[config.mk]
export PLATFORM = sky130hd
export DESIGN_NAME = spcr_regs
export DESIGN_NICKNAME = d
export VERILOG_FILES = /design/src/rtl/spcr_pkg.sv /design/src/rtl/spcr_irq_if.sv /design/src/rtl/spcr_sync.sv /design/src/rtl/spcr_irq_route.sv /design/src/rtl/spcr_regs.sv
export SDC_FILE = /design/constraint.sdc
export NUM_CORES = 1
export LEC_CHECK = 0
export ABC_AREA = 1
export BUFFER_PORTS_ARGS = -buffer_cell sky130_fd_sc_hd__clkbuf_2
export CAP_MARGIN = 10
export CORE_UTILIZATION = 45
export DETAILED_ROUTE_END_ITERATION = 6
export SYNTH_ARGS = -nofsm -noshare
export SYNTH_HDL_FRONTEND = slang
export SYNTH_HIERARCHICAL = 1
export SYNTH_SLANG_ARGS = --single-unit
[constraint.sdc]
create_clock -name core_clk -period 2.86 [get_ports core_clk]
set_clock_uncertainty 0.2 [all_clocks]
set_input_delay 0.286 -clock core_clk [delete_from_list [all_inputs] [get_ports core_clk]]
set_output_delay 0.286 -clock core_clk [all_outputs]
set_load 0.01 [all_outputs]
[src/rtl/spcr_pkg.sv]
package spcr_pkg;
  // Register byte offsets
  localparam logic [6:0] OFS_GC0  = 7'h00;
  localparam logic [6:0] OFS_GC1  = 7'h04;
  localparam logic [6:0] OFS_INT  = 7'h08;
  localparam logic [6:0] OFS_LVL  = 7'h0C;
  localparam logic [6:0] OFS_FLG  = 7'h10;
  localparam logic [6:0] OFS_PC0  = 7'h14;
  localparam logic [6:0] OFS_PC2  = 7'h1C;
  localparam logic [6:0] OFS_DAT  = 7'h3C;
  localparam logic [6:0] OFS_BUF  = 7'h40;
  localparam logic [6:0] OFS_EMU  = 7'h44;
  localparam logic [6:0] OFS_DLY  = 7'h48;
  localparam logic [6:0] OFS_DEF  = 7'h4C;
  localparam logic [6:0] OFS_FMT  = 7'h50;
  localparam logic [6:0] OFS_VEC0 = 7'h60;
  localparam logic [6:0] OFS_VEC1 = 7'h64;

  // Field positions
  localparam int B_RESET  = 0;
  localparam int B_ROLE   = 0;
  localparam int B_CLKSEL = 1;
  localparam int B_PDN    = 8;
  localparam int B_LOOP   = 16;
  localparam int B_EN     = 24;
  localparam int B_DMA    = 16;
  localparam int B_TX     = 9;
  localparam int B_RX     = 8;
  localparam int B_OVR    = 6;
  localparam int B_BIT    = 4;
  localparam int B_PAR    = 2;
  localparam int B_EMPTY  = 31;
  localparam int B_BOVR   = 30;
  localparam int B_BBIT   = 28;
  localparam int B_BPAR   = 24;
  localparam int B_PAREN  = 22;
  localparam int PIN_MI   = 11;
  localparam int PIN_MO   = 10;
  localparam int PIN_SCLK = 9;

  // Writable bits and reset value
  localparam logic [31:0] GC1_MASK = 32'h0101_0103;
  localparam logic [31:0] INT_MASK = 32'h0001_0354;
  localparam logic [31:0] LVL_MASK = 32'h0000_0354;
  localparam logic [31:0] PC0_MASK = 32'h0000_0E03;
  localparam logic [31:0] DAT_MASK = 32'h0003_FFFF;
  localparam logic [31:0] FMT_MASK = 32'h0040_0000;
  localparam logic [31:0] REG_RST  = 32'h0000_0000;

  // Interrupt sources, index order of the flag vector
  localparam int NSRC  = 5;
  localparam int F_PAR = 0;
  localparam int F_BIT = 1;
  localparam int F_OVR = 2;
  localparam int F_RX  = 3;
  localparam int F_TX  = 4;
  localparam logic [4:0] W1C_SRC = 5'h0F;

  // Word size and serial clock timing
  localparam int CHAR_BITS   = 8;
  localparam int CLK_NS      = 10;
  localparam int SCLK_HALF_NS = 40;
  localparam int HALF_CYC    = SCLK_HALF_NS / CLK_NS;

  typedef enum logic {PH_IDLE, PH_SHIFT} spcr_phase_t;

  function automatic logic [4:0] to_src(input logic [31:0] r);
    return {r[B_TX], r[B_RX], r[B_OVR], r[B_BIT], r[B_PAR]};
  endfunction

  function automatic logic [31:0] from_src(input logic [4:0] v);
    logic [31:0] r;
    r = REG_RST;
    r[B_TX]  = v[F_TX];
    r[B_RX]  = v[F_RX];
    r[B_OVR] = v[F_OVR];
    r[B_BIT] = v[F_BIT];
    r[B_PAR] = v[F_PAR];
    return r;
  endfunction
endpackage

[src/rtl/spcr_irq_if.sv]
`timescale 1ns/1ps
interface spcr_irq_if;
  import spcr_pkg::*;
  logic [NSRC-1:0] flags;
  logic [NSRC-1:0] enables;
  logic [NSRC-1:0] line_sel;
  logic            line0;
  logic            line1;
  logic [4:0]      vec0;
  logic [4:0]      vec1;
  modport regs   (output flags, enables, line_sel, input line0, line1, vec0, vec1);
  modport router (input flags, enables, line_sel, output line0, line1, vec0, vec1);
endinterface

[src/rtl/spcr_sync.sv]
`timescale 1ns/1ps
module spcr_sync #(
  parameter int W = 5
) (
  input  wire logic         core_clk,
  input  wire logic         resetn,
  input  wire logic [W-1:0] d,
  output logic      [W-1:0] q
);
  typedef struct packed {
    logic [W-1:0] s1;
    logic [W-1:0] s2;
  } spcr_sync_t;

  spcr_sync_t s_reg;
  spcr_sync_t s_next;

  // Two stages; only the second stage is visible to the block
  always_comb begin
    s_next    = s_reg;
    s_next.s1 = d;
    s_next.s2 = s_reg.s1;
  end

  always_ff @(posedge core_clk) begin
    if (!resetn) begin
      s_reg <= '0;
    end else begin
      s_reg <= s_next;
    end
  end

  assign q = s_reg.s2;
endmodule

[src/rtl/spcr_irq_route.sv]
`timescale 1ns/1ps
module spcr_irq_route
  import spcr_pkg::*;
(
  input  wire logic core_clk,
  input  wire logic resetn,
  spcr_irq_if.router irq
);
  typedef struct packed {
    logic       line0;
    logic       line1;
    logic [4:0] vec0;
    logic [4:0] vec1;
  } spcr_route_t;

  spcr_route_t s_reg;
  spcr_route_t s_next;
  logic [NSRC-1:0] on0;
  logic [NSRC-1:0] on1;

  // Enabled flags split by line select
  assign on0 = irq.flags & irq.enables & ~irq.line_sel;  // RL13 RL14 RL15 RL16
  assign on1 = irq.flags & irq.enables & irq.line_sel;   // RL16

  // Lines and vectors; lowest source index wins the vector
  always_comb begin
    s_next       = s_reg;
    s_next.line0 = |on0;  // RL24
    s_next.line1 = |on1;  // RL24
    s_next.vec0  = 5'h00;
    s_next.vec1  = 5'h00;
    for (int i = NSRC - 1; i >= 0; i--) begin
      if (on0[i]) begin
        s_next.vec0 = 5'(i + 1);
      end
      if (on1[i]) begin
        s_next.vec1 = 5'(i + 1);
      end
    end
  end

  always_ff @(posedge core_clk) begin
    if (!resetn) begin
      s_reg <= '0;
    end else begin
      s_reg <= s_next;
    end
  end

  assign irq.line0 = s_reg.line0;
  assign irq.line1 = s_reg.line1;
  assign irq.vec0  = s_reg.vec0;
  assign irq.vec1  = s_reg.vec1;
endmodule

[src/rtl/spcr_regs.sv]
// Implementation choice: the plain strobed port.
`timescale 1ns/1ps
// What this block does
// RL1: Control-0 bit 0 low holds the whole port in reset; high releases it.
// RL2: Software sets transfer enable last, after all other configuration.
// RL3: Transfer enable low clears shifters, word field, flags, buffers; marks empty.
// RL4: Loop-back routes the serial output straight back to the receiver.
// RL5: In loop-back the clock pin idles low and slave data pin floats.
// RL6: Software picks master with internal clock before loop-back, never mid-transfer.
// RL7: Power-down bit freezes the transfer engine; clear means active.
// RL8: Clock select bit picks internal clock and drives chip selects.
// RL9: Role bit sets which data pin is output and which input.
// RL10: Slave needs role and clock bits both clear; master needs role set.
// RL11: DMA request enable gates both DMA requests.
// RL12: Software readies DMA channels before enabling DMA requests.
// RL13: Transmit interrupt asserts whenever transmit-empty flag and its enable are set.
// RL14: Receive and overrun enables pass their flags to interrupts.
// RL15: Bit mismatch and parity enables pass their flags to interrupts.
// RL16: Line select bit routes each source to line zero or one.
// RL17: Transmit-empty flag sets whenever a word enters the shifter.
// RL18: Transmit-empty clears on a data write or transfer enable low.
// RL19: Software writes zero to reserved bits.
// RL20: Clearing receive flag discards the word; a held word then moves up.
// RL21: Overrun clears by writing one or reading a vector register.
// RL22: Own output pin sampled at receive point; mismatch sets bit mismatch flag.
// RL23: Parity fault sets on mismatch; clears by write-one or enable low.
// RL24: Each line is high while an enabled flag routed to it is set.
// RL25: Registers are 32-bit words; reserved bits read zero.
module spcr_regs
  import spcr_pkg::*;
(
  input  wire logic        core_clk,
  input  wire logic        resetn,
  input  wire logic [6:0]  reg_addr,
  input  wire logic [31:0] reg_wdata,
  input  wire logic        reg_wr,
  input  wire logic        reg_rd,
  output logic      [31:0] reg_rdata,
  input  wire logic        master_out_pin_i,
  output logic             master_out_pin_o,
  output logic             master_out_pin_oe,
  input  wire logic        master_in_pin_i,
  output logic             master_in_pin_o,
  output logic             master_in_pin_oe,
  input  wire logic        serial_clock_pin_i,
  output logic             serial_clock_pin_o,
  output logic             serial_clock_pin_oe,
  input  wire logic [1:0]  chip_select_pins_i,
  output logic      [1:0]  chip_select_pins_o,
  output logic      [1:0]  chip_select_pins_oe,
  output logic             dma_tx_req,
  output logic             dma_rx_req,
  output logic             irq_line_zero,
  output logic             irq_line_one
);
  typedef struct packed {
    logic               gc0;
    logic [31:0]        gc1;
    logic [31:0]        ien;
    logic [31:0]        lvl;
    logic [31:0]        pc0;
    logic [31:0]        dly;
    logic [31:0]        def;
    logic [31:0]        fmt;
    logic [31:0]        dat;
    logic [NSRC-1:0]    flg;
    logic [15:0]        tx_hold;
    logic               tx_hold_v;
    logic [CHAR_BITS:0] sh_tx;
    logic [CHAR_BITS:0] sh_rx;
    logic [3:0]         bits_left;
    logic [3:0]         div;
    logic               sclk_q;
    logic               tx_bit;
    logic               bit_err;
    logic               sclk_prev;
    spcr_phase_t        phase;
    logic [15:0]        rxb;
    logic [2:0]         rxb_st;
    logic               rxb_v;
    logic [15:0]        rxh;
    logic [2:0]         rxh_st;
    logic               rxh_v;
    logic [31:0]        rdata;
    logic               mo_o;
    logic               mo_oe;
    logic               mi_o;
    logic               mi_oe;
    logic               sclk_o;
    logic               sclk_oe;
    logic [1:0]         cs_o;
    logic [1:0]         cs_oe;
    logic               dma_tx;
    logic               dma_rx;
  } spcr_state_t;

  spcr_state_t s_reg;
  spcr_state_t s_next;
  logic [4:0]  pin_s;
  logic        mi_s;
  logic        mo_s;
  logic        sclk_s;
  logic        role;
  logic        clk_int;
  logic        loop;
  logic        par_en;
  logic        rx_pin;
  logic        own_pin;
  logic        tick;
  logic        lead;
  logic        trail;
  logic        run;
  logic [3:0]  nbits;
  logic [31:0] buf_img;
  logic [31:0] pin_img;

  spcr_irq_if irq ();

  // Pins come from another domain: two flops before any use
  spcr_sync #(.W(5)) u_sync (
    .core_clk (core_clk),
    .resetn   (resetn),
    .d        ({master_in_pin_i, master_out_pin_i, serial_clock_pin_i, chip_select_pins_i}),
    .q        (pin_s)
  );

  spcr_irq_route u_route (
    .core_clk (core_clk),
    .resetn   (resetn),
    .irq      (irq)
  );

  assign mi_s   = pin_s[4];
  assign mo_s   = pin_s[3];
  assign sclk_s = pin_s[2];

  // Flag, enable and line vectors to the interrupt router
  assign irq.flags    = s_reg.flg;
  assign irq.enables  = to_src(s_reg.ien);
  assign irq.line_sel = to_src(s_reg.lvl);

  // Mode decode
  assign role    = s_reg.gc1[B_ROLE];
  assign clk_int = s_reg.gc1[B_ROLE] & s_reg.gc1[B_CLKSEL];  // RL8
  assign loop    = s_reg.gc1[B_LOOP];
  assign par_en  = s_reg.fmt[B_PAREN];
  assign nbits   = par_en ? 4'(CHAR_BITS + 1) : 4'(CHAR_BITS);
  assign run     = (s_reg.phase == PH_SHIFT) & ~s_reg.gc1[B_PDN];  // RL7

  // Receive source; loop-back takes the transmit bit directly
  assign rx_pin  = loop ? s_reg.tx_bit : (role ? mi_s : mo_s);  // RL4
  // Own transmit pin as seen outside (the transmit bit itself in loop-back), for the mismatch check
  assign own_pin = loop ? s_reg.tx_bit : (role ? mo_s : mi_s);

  // Serial clock edges: divider when internal, sampled pin otherwise
  assign tick  = (s_reg.div == 4'(HALF_CYC - 1));
  assign lead  = clk_int ? (tick & ~s_reg.sclk_q) : (sclk_s & ~s_reg.sclk_prev);
  assign trail = clk_int ? (tick & s_reg.sclk_q) : (~sclk_s & s_reg.sclk_prev);

  // Receive buffer image and pin readback image
  always_comb begin
    buf_img          = REG_RST;
    buf_img[15:0]    = s_reg.rxb;
    buf_img[B_EMPTY] = ~s_reg.rxb_v;
    buf_img[B_BOVR]  = s_reg.rxb_st[2];
    buf_img[B_BBIT]  = s_reg.rxb_st[1];
    buf_img[B_BPAR]  = s_reg.rxb_st[0];
    pin_img           = REG_RST;
    pin_img[PIN_MI]   = mi_s;
    pin_img[PIN_MO]   = mo_s;
    pin_img[PIN_SCLK] = sclk_s;
    pin_img[1:0]      = pin_s[1:0];
  end

  // Next state: bus clears first, then hardware sets, then forced resets
  always_comb begin
    logic             done;
    logic [15:0]      rw;
    logic             pbad;
    logic [31:0]      keep_rd;
    done    = 1'b0;
    rw      = 16'h0000;
    pbad    = 1'b0;
    keep_rd = REG_RST;
    s_next           = s_reg;
    s_next.rdata     = REG_RST;
    s_next.sclk_prev = sclk_s;

    if (reg_wr) begin
      case (reg_addr)
        OFS_GC0: s_next.gc0 = reg_wdata[B_RESET];
        OFS_GC1: s_next.gc1 = reg_wdata & GC1_MASK;
        OFS_INT: begin
          s_next.ien = reg_wdata & INT_MASK;
          // Disabling a source also drops its pending receive or overrun flag
          s_next.flg[F_RX]  = s_reg.flg[F_RX] & reg_wdata[B_RX];
          s_next.flg[F_OVR] = s_reg.flg[F_OVR] & reg_wdata[B_OVR];
        end
        OFS_LVL: s_next.lvl = reg_wdata & LVL_MASK;
        OFS_FLG: begin
          s_next.flg = s_next.flg & ~(to_src(reg_wdata) & W1C_SRC);  // RL21 RL23
          if (reg_wdata[B_RX] && s_reg.rxb_v) begin
            s_next.rxb      = s_reg.rxh;  // RL20
            s_next.rxb_st   = s_reg.rxh_st;
            s_next.rxb_v    = s_reg.rxh_v;
            s_next.flg[F_RX] = s_reg.rxh_v;
            s_next.rxh_v    = 1'b0;
          end
        end
        OFS_PC0: s_next.pc0 = reg_wdata & PC0_MASK;
        OFS_DAT: begin
          s_next.dat       = reg_wdata & DAT_MASK;
          s_next.tx_hold   = reg_wdata[15:0];
          s_next.tx_hold_v = 1'b1;
          s_next.flg[F_TX] = 1'b0;  // RL18
        end
        OFS_DLY: s_next.dly = reg_wdata;
        OFS_DEF: s_next.def = reg_wdata;
        OFS_FMT: s_next.fmt = reg_wdata & FMT_MASK;
        default: ;
      endcase
    end

    // Reads; unmapped offsets answer zero
    if (reg_rd) begin
      case (reg_addr)
        OFS_GC0: s_next.rdata = {31'h0000_0000, s_reg.gc0};  // RL25
        OFS_GC1: s_next.rdata = s_reg.gc1;
        OFS_INT: s_next.rdata = s_reg.ien;
        OFS_LVL: s_next.rdata = s_reg.lvl;
        OFS_FLG: s_next.rdata = from_src(s_reg.flg);
        OFS_PC0: s_next.rdata = s_reg.pc0;
        OFS_PC2: s_next.rdata = pin_img;
        OFS_DAT: s_next.rdata = s_reg.dat;
        OFS_BUF: begin
          s_next.rdata = buf_img;
          // Consuming read: the held word, if any, moves up
          s_next.rxb       = s_reg.rxh;
          s_next.rxb_st    = s_reg.rxh_st;
          s_next.rxb_v     = s_reg.rxh_v;
          s_next.flg[F_RX] = s_reg.rxh_v;
          s_next.rxh_v     = 1'b0;
        end
        OFS_EMU: s_next.rdata = buf_img;
        OFS_DLY: s_next.rdata = s_reg.dly;
        OFS_DEF: s_next.rdata = s_reg.def;
        OFS_FMT: s_next.rdata = s_reg.fmt;
        OFS_VEC0: begin
          s_next.rdata      = {26'h000_0000, irq.vec0, 1'b0};
          s_next.flg[F_OVR] = 1'b0;  // RL21
        end
        OFS_VEC1: begin
          s_next.rdata      = {26'h000_0000, irq.vec1, 1'b0};
          s_next.flg[F_OVR] = 1'b0;  // RL21
        end
        default: s_next.rdata = REG_RST;
      endcase
    end

    // Shift engine, held still while powered down
    if (run) begin  // RL7
      if (clk_int) begin
        s_next.div = tick ? 4'h0 : s_reg.div + 4'h1;
        if (tick) begin
          s_next.sclk_q = ~s_reg.sclk_q;
        end
      end
      if (lead) begin
        s_next.sh_rx     = {s_reg.sh_rx[CHAR_BITS-1:0], rx_pin};
        s_next.bits_left = s_reg.bits_left - 4'h1;
        if (own_pin != s_reg.tx_bit) begin
          s_next.bit_err = 1'b1;  // RL22
        end
        done = (s_reg.bits_left == 4'h1);
      end else if (trail && s_reg.bits_left == 4'h0) begin
        // Closing fall after the last rise, so the peer sees every rising edge
        s_next.phase = PH_IDLE;
      end else if (trail) begin
        s_next.tx_bit = s_reg.sh_tx[CHAR_BITS-1];
        s_next.sh_tx  = {s_reg.sh_tx[CHAR_BITS-1:0], 1'b0};
      end
    end

    // Word complete: store it, then raise the matching flags
    if (done) begin
      rw[CHAR_BITS-1:0] = par_en ? s_next.sh_rx[CHAR_BITS:1] : s_next.sh_rx[CHAR_BITS-1:0];
      pbad = par_en & (^s_next.sh_rx);
      if (s_next.bit_err) begin
        s_next.flg[F_BIT] = 1'b1;  // RL22
      end
      if (pbad) begin
        s_next.flg[F_PAR] = 1'b1;  // RL23
      end
      if (!s_next.rxb_v) begin
        s_next.rxb       = rw;
        s_next.rxb_st    = {1'b0, s_next.bit_err, pbad};
        s_next.rxb_v     = 1'b1;
        s_next.flg[F_RX] = 1'b1;  // RL14
      end else begin
        // Overrun always lands in the holding buffer
        if (s_next.rxh_v) begin
          s_next.flg[F_OVR] = 1'b1;  // RL14
        end
        s_next.rxh    = rw;
        s_next.rxh_st = {s_next.rxh_v, s_next.bit_err, pbad};
        s_next.rxh_v  = 1'b1;
      end
      s_next.bit_err = 1'b0;
    end

    // Move a pending word into the idle shifter; first bit goes out at once
    if (s_next.phase == PH_IDLE && s_next.tx_hold_v && s_reg.gc1[B_EN] && !s_reg.gc1[B_PDN]) begin
      s_next.sh_tx     = {s_next.tx_hold[CHAR_BITS-1:0], ^s_next.tx_hold[CHAR_BITS-1:0]};
      s_next.tx_bit    = s_next.tx_hold[CHAR_BITS-1];
      s_next.bits_left = nbits;
      s_next.tx_hold_v = 1'b0;
      s_next.phase     = PH_SHIFT;
      s_next.flg[F_TX] = 1'b1;  // RL17
    end

    // Transfer enable low forces the data path back to its defaults
    if (!s_next.gc1[B_EN]) begin
      s_next.flg       = '0;  // RL3 RL18 RL23
      s_next.dat[15:0] = 16'h0000;
      s_next.sh_tx     = '0;
      s_next.sh_rx     = '0;
      s_next.tx_hold_v = 1'b0;
      s_next.rxb       = 16'h0000;
      s_next.rxb_st    = 3'h0;
      s_next.rxb_v     = 1'b0;
      s_next.rxh       = 16'h0000;
      s_next.rxh_st    = 3'h0;
      s_next.rxh_v     = 1'b0;
      s_next.phase     = PH_IDLE;
      s_next.tx_bit    = 1'b0;
      s_next.bit_err   = 1'b0;
      s_next.sclk_q    = 1'b0;
      s_next.div       = 4'h0;
    end

    // Module reset: everything but read data returns to zero; pin and DMA drivers are set below from s_reg
    if (!s_next.gc0) begin
      keep_rd      = s_next.rdata;
      s_next       = '0;  // RL1
      s_next.rdata = keep_rd;
    end

    // Pin drivers, registered so outputs leave flops
    s_next.mo_oe   = role & s_reg.pc0[PIN_MO];  // RL9
    s_next.mo_o    = ~loop & s_reg.tx_bit;
    s_next.mi_oe   = ~role & s_reg.pc0[PIN_MI] & ~loop;  // RL5 RL9
    s_next.mi_o    = s_reg.tx_bit;
    s_next.sclk_oe = clk_int & s_reg.pc0[PIN_SCLK];  // RL8
    s_next.sclk_o  = ~loop & s_reg.sclk_q;  // RL5
    s_next.cs_oe   = {2{s_reg.gc1[B_CLKSEL]}} & s_reg.pc0[1:0];  // RL8
    s_next.cs_o    = (s_reg.phase == PH_SHIFT) ? (s_reg.def[1:0] & ~s_reg.dat[17:16])
                                               : s_reg.def[1:0];
    s_next.dma_tx  = s_reg.gc1[B_EN] & s_reg.ien[B_DMA] & s_reg.flg[F_TX];  // RL11
    s_next.dma_rx  = s_reg.gc1[B_EN] & s_reg.ien[B_DMA] & s_reg.flg[F_RX];  // RL11
  end

  always_ff @(posedge core_clk) begin
    if (!resetn) begin
      s_reg <= '0;
    end else begin
      s_reg <= s_next;
    end
  end

  assign reg_rdata           = s_reg.rdata;
  assign master_out_pin_o    = s_reg.mo_o;
  assign master_out_pin_oe   = s_reg.mo_oe;
  assign master_in_pin_o     = s_reg.mi_o;
  assign master_in_pin_oe    = s_reg.mi_oe;
  assign serial_clock_pin_o  = s_reg.sclk_o;
  assign serial_clock_pin_oe = s_reg.sclk_oe;
  assign chip_select_pins_o  = s_reg.cs_o;
  assign chip_select_pins_oe = s_reg.cs_oe;
  assign dma_tx_req          = s_reg.dma_tx;
  assign dma_rx_req          = s_reg.dma_rx;
  assign irq_line_zero       = irq.line0;
  assign irq_line_one        = irq.line1;
endmodule

==> flow_summary.json, run 1 <==
{
  "status": "finished, final reports clean",
  "dieWidth_um": 155,
  "finalMaxSlewViolations": 0,
  "clk_latency_ps": 540,
  "h-tree-depth": 1,
  "dieArea_mm2": 0.0241,
  "cts_sinks": 243,
  "synth_cell_types": 51,
  "ys_dominant_reg_cell": "dfxtp_1",
  "grt_use_total_pct": 26.0,
  "cp_slowest_cell": "nor3b_1",
  "slew_headroom_pct": 52.6,
  "cts.path.max_buffers": 3,
  "final_util_pct": 54.0,
  "fin_crit_ps": 2590,
  "synth-seq-cells": 243,
  "fin_setup_tns_ps": 0,
  "post-route-period-util_pct": 90.4,
  "maxCapViolCount": 0,
  "irDropWorstVdd_v": 0.000423,
  "hp-class": "primary input to register",
  "syn_area_per_cell_um2": 7.35,
  "cp_max_fo": 13,
  "antenna_found_initial": 0,
  "syn_to_final_growth_pct": 16.6,
  "cts_root_buf": "clkbuf_16",
  "synth_edf_count": 0,
  "layout_common_cells": "437 x nand2_1, 243 x dfxtp_1, 144 x a21oi_1",
  "num_vias": 9674,
  "drive_gt1_share_pct": 14.5,
  "cts_buffers": 27,
  "antenna_cells": 0,
  "drc": 0,
  "required_ps": 3050,
  "crit_type": "register to register",
  "drt-initial-drc-count": 859,
  "ios": 94,
  "grt_pass1_vias": 8971,
  "portBuffers": 93,
  "cts_tree": "done",
  "initial_core_util_pct": 46.3,
  "grt-ovfl-total": 0,
  "final_common_cell": "nand2_1",
  "grt_start_max_net_pins": 50,
  "syn_area_mm2": 0.0106,
  "rows": 55,
  "gp_congestion": 0.935,
  "hold_viol": 0,
  "cp_top_family": "simple AND/OR/NAND/NOR gates",
  "clk_pin_slew_worst_paths_ps": 60,
  "path_buf_inv": 1,
  "holdWs_ps": 25.3,
  "cp-end-kind": "register",
  "dp_hpwl_mm": 21.5,
  "ys_warn_count": 6,
  "setup_violations": 0,
  "worst_pin_slew_ps": 710,
  "cts_resized": 0,
  "viasPerCell": 5.20,
  "grt_pass1_wl_mm": 49.2,
  "wirelength_mm": 31.0,
  "final_nets": 1582,
  "async_flop_share_pct": 0,
  "worstSetupStartpointType": "register",
  "cp_cell_sequence": "ha_1 > nor3b_1 > nand3_1 > nand2_1 > nand3_1 > o21ai_2 > nand4_2 > inv_2 > nor2_2 > nand2_1 > a31oi_1",
  "wl_per_cell_um": 16.7,
  "fmax_mhz": 387,
  "slowest_delay_ps": 380,
  "leakagePower_nw": 4.70,
  "cp.arrival_ps": 2770,
  "coreArea_mm2": 0.0228,
  "powerDensity_mw_per_mm2": 570,
  "drt_pass1_iterations": 5,
  "largest_reg_flops": 143,
  "drtAntennaViolNets": 0,
  "rsz0062_at_grt": "no",
  "ys_seq_area_share_pct": 45.9,
  "synthCells": 1441,
  "chipHeight_um": 155
}
worst reg2reg max path: cells and delay by family (launching register included):
family                   cells  cell delay [ps]
AO/OA/AOI/OAI                2              250
adder cells (fa/ha/maj)      1              230
buffers and inverters        1              260
flip-flops                   1              370
AND/OR/NAND/NOR              7             1130
cell usage after synthesis (5+ instances only):
cell type	instances	area share, %
a211oi_1	13	0.92
a21oi_1	144	6.8
a221oi_1	16	1.3
a31oi_1	16	0.95
buf_2	20	0.95
buf_4	50	3.5
clkbuf_1	29	1.0
dfxtp_1	243	46
inv_1	116	4.1
inv_2	16	0.57
nand2_1	437	15
nand3_1	73	3.5
nand4_1	21	1.2
nor2_1	88	3.1
nor2_2	10	0.59
nor3_1	17	0.80
o21ai_0	47	2.2
o21ai_1	6	0.28
o21ai_2	7	0.58
o22ai_1	7	0.41
xor2_1	5	0.41
cell type report:
cell class / count / area [um^2]
flip-flops and latches: 243 / 4860
multi-input cells: 960 / 4590
inverters: 138 / 524
repair buffers: 161 / 1110
clock buffers: 38 / 777
fillers: 2273 / 10500
well taps: 313 / 392
clock inverters: 8 / 92.6
per-stage QoR:
step	setup slack [ps]	power (mW)	cells	area [um^2]
4_1_cts	320	7.07	1861	12300
5_1_grt	39.4	7.24	1861	12300
6_report	275	7.04	1861	12300
3_3_place_gp	303	3.63	1777	11100
3_5_place_dp	260	3.63	1777	11100
2_1_floorplan	753	3.54	1444	10600
routing by layer:
| layer | vias up | GRT usage [%] | routed length (um) |
|---|---|---|---|
| met5 | - | 0 | 0 |
| met4 | 0 | 8.22 | 901 |
| met3 | 53 | 2.95 | 1900 |
| met2 | 339 | 40.5 | 13600 |
| met1 | 4452 | 37.4 | 14600 |
| li1 | 4830 | - | - |
where the power goes:
group	internal, mW	leakage, nW	switching, mW
logic	0.0760	2.32	0.132
registers	3.39	1.96	0.00264
clock network	2.05	0.430	1.39
path summary, 6_finish.rpt:
kind | slack (ps) | cells past startpoint | start | end
max | 270 | 11 | s_reg[89] | s_reg[108]
min | 30 | 4 | reg_addr[2] | s_reg[64]
max reg2reg | 270 | 11 | s_reg[89] | s_reg[108]
min reg2reg | 210 | 2 | u_sync/s_next[3] | u_sync/q[3]
cell families (layout without fill, tap and decap cells):
kind of cell | after synthesis | after routing | share of synthesized area (%)
fa+ha+maj | 3 | 3 | 0.355
flops | 243 | 243 | 45.9
other cells | 1 | 4 | 0.0354
simple gates | 672 | 672 | 27.1
mux | 1 | 1 | 0.106
buf+inv | 241 | 345 | 10.9
compound gates | 273 | 273 | 14.9
xor+xnor | 7 | 7 | 0.579
what timing repair did:
item,CTS,global route
hold buffers,38,0
hold endpoints to repair,102,0
setup buffers,0,0
(Power assumes the default switching activity.)
==> run 2: changes to the inputs <==
--- a/config.mk
+++ b/config.mk
@@ -10,6 +10,7 @@
 export CAP_MARGIN = 10
 export CORE_UTILIZATION = 45
 export DETAILED_ROUTE_END_ITERATION = 6
+export REMOVE_ABC_BUFFERS = 1
 export SYNTH_ARGS = -nofsm -noshare
 export SYNTH_HDL_FRONTEND = slang
 export SYNTH_HIERARCHICAL = 1
==> flow_summary.json, run 2 (synthesis results as in run 1) <==
{
  "cp-end-kind": "register",
  "cp_slowest_cell": "nor2_2",
  "largest_reg_flops": 143,
  "crit_top_cell": "nand3_1",
  "drc": 0,
  "chipHeight_um": 155,
  "maxCapViolCount": 0,
  "hp-class": "primary input to register",
  "reg2reg_from": "s_reg[89]",
  "required_ps": 3100,
  "dieWidth_um": 155,
  "finalMaxSlewViolations": 0,
  "cts_tree": "done",
  "cp_cell_sequence": "ha_1 > nor3b_1 > nand3_1 > nand2_1 > nand3_1 > nand3_1 > clkinv_1 > nor2_2 > nand2_1 > a31oi_1",
  "hold_buffers": 37,
  "h-tree-depth": 1,
  "fin_ws_ps": 229,
  "path_buf_inv": 1,
  "cts_resized": 0,
  "hold_viol": 0,
  "grt_pass1_wl_mm": 47.9,
  "worst_pin_slew_ps": 780,
  "cts_setup_buffers": 0,
  "grt-ovfl-total": 0,
  "syn_to_final_growth_pct": 16.3,
  "num_vias": 9621,
  "seq_area_mm2": 0.00486,
  "grt_use_total_pct": 25.1,
  "coreArea_mm2": 0.0228,
  "slew_headroom_pct": 47.9,
  "fin_crit_ps": 2630,
  "slowest_delay_ps": 380,
  "cp_top_family": "simple AND/OR/NAND/NOR gates",
  "antenna_cells": 0,
  "crit_type": "register to register",
  "grt_start_max_net_pins": 42,
  "holdWs_ps": 32.5,
  "wl_per_cell_um": 16.2,
  "dieArea_mm2": 0.0241,
  "drtAntennaViolNets": 0,
  "irDropWorstVdd_v": 0.000374,
  "drt-initial-drc-count": 707,
  "cts_buffers": 27,
  "final_common_cell": "nand2_1",
  "grt_pass1_vias": 8977,
  "final_util_pct": 53.9,
  "drive_gt1_share_pct": 14.2,
  "multiInputGateArea_mm2": 0.00459,
  "rows": 55,
  "power.total_mw": 7.00,
  "hold_start": "resetn",
  "clk_pin_slew_worst_paths_ps": 60,
  "ios": 94,
  "antenna_found_initial": 0,
  "fillers": 2292,
  "leakagePower_nw": 4.69,
  "viasPerCell": 5.18,
  "post-route-period-util_pct": 92.0,
  "worstSetupStartpointType": "register",
  "pre_cts_slack_ps": 281,
  "dp_hpwl_mm": 20.5,
  "reg2reg_setup_slack_ps": 230,
  "clk_latency_ps": 530,
  "initial_core_util_pct": 46.3,
  "layout_common_cells": "437 x nand2_1, 243 x dfxtp_1, 144 x a21oi_1",
  "setup_violations": 0,
  "fmax_mhz": 380,
  "portBuffers": 93,
  "crit_start": "s_reg[89]",
  "gp_congestion": 0.889,
  "final_nets": 1579,
  "status": "finished, final reports clean",
  "wirelength_mm": 30.1,
  "drt_pass1_iterations": 5,
  "cts_sinks": 243,
  "cp_max_fo": 9,
  "rsz0062_at_grt": "no",
  "cts.path.max_buffers": 3,
  "cp.arrival_ps": 2870,
  "cts_root_buf": "clkbuf_16",
  "powerDensity_mw_per_mm2": 568
}
==> run 2: worst paths after layout <==
path                                     to  cells after the start
worst max-delay path             s_reg[108]                     10
worst max register to register   s_reg[108]                     10
worst min-delay path            u_sync/q[1]                      4
worst min register to register  u_sync/q[0]                      2
==> run 2: worst min-delay path: stages <==
cell and delay [ps]:
clkbuf_2 100, buf_4 220, nand2_1 80, inv_1 30
==> run 2: layout make-up <==
| cell class | count | area share (%) |
|---|---|---|
| Sequential cell | 243 | 39.5 |
| Multi-Input combinational cell | 960 | 37.2 |
| Timing Repair Buffer | 158 | 8.80 |
| Clock buffer | 37 | 6.03 |
| Inverter | 138 | 4.26 |
| Tap cell | 313 | 3.18 |
| Clock inverter | 9 | 0.995 |
==> run 2: metrics by stage <==
step | std cells | setup TNS (ps) | instance area [um^2]
finish | 1858 | 0 | 12300
global route | 1858 | 0 | 12300
CTS | 1858 | 0 | 12300
detailed placement | 1775 | 0 | 11100
global placement | 1775 | 0 | 11100
floorplan | 1341 | -35290 | 9970
==> run 2: routing by layer <==
metal	global-route usage (%)	vias to the layer above	part of all wire [%]
met4	5.79	0	1.5
met1	34.5	4454	47
li1	-	4845	-
met3	3.15	41	5.8
met5	0	-	0
met2	41.8	281	46
==> run 2: power breakdown <==
part | leakage (nW) | switching, mW | internal [mW]
sequential | 1.96 | 0.00236 | 3.39
combinational | 2.30 | 0.125 | 0.0748
clock | 0.425 | 1.34 | 2.07
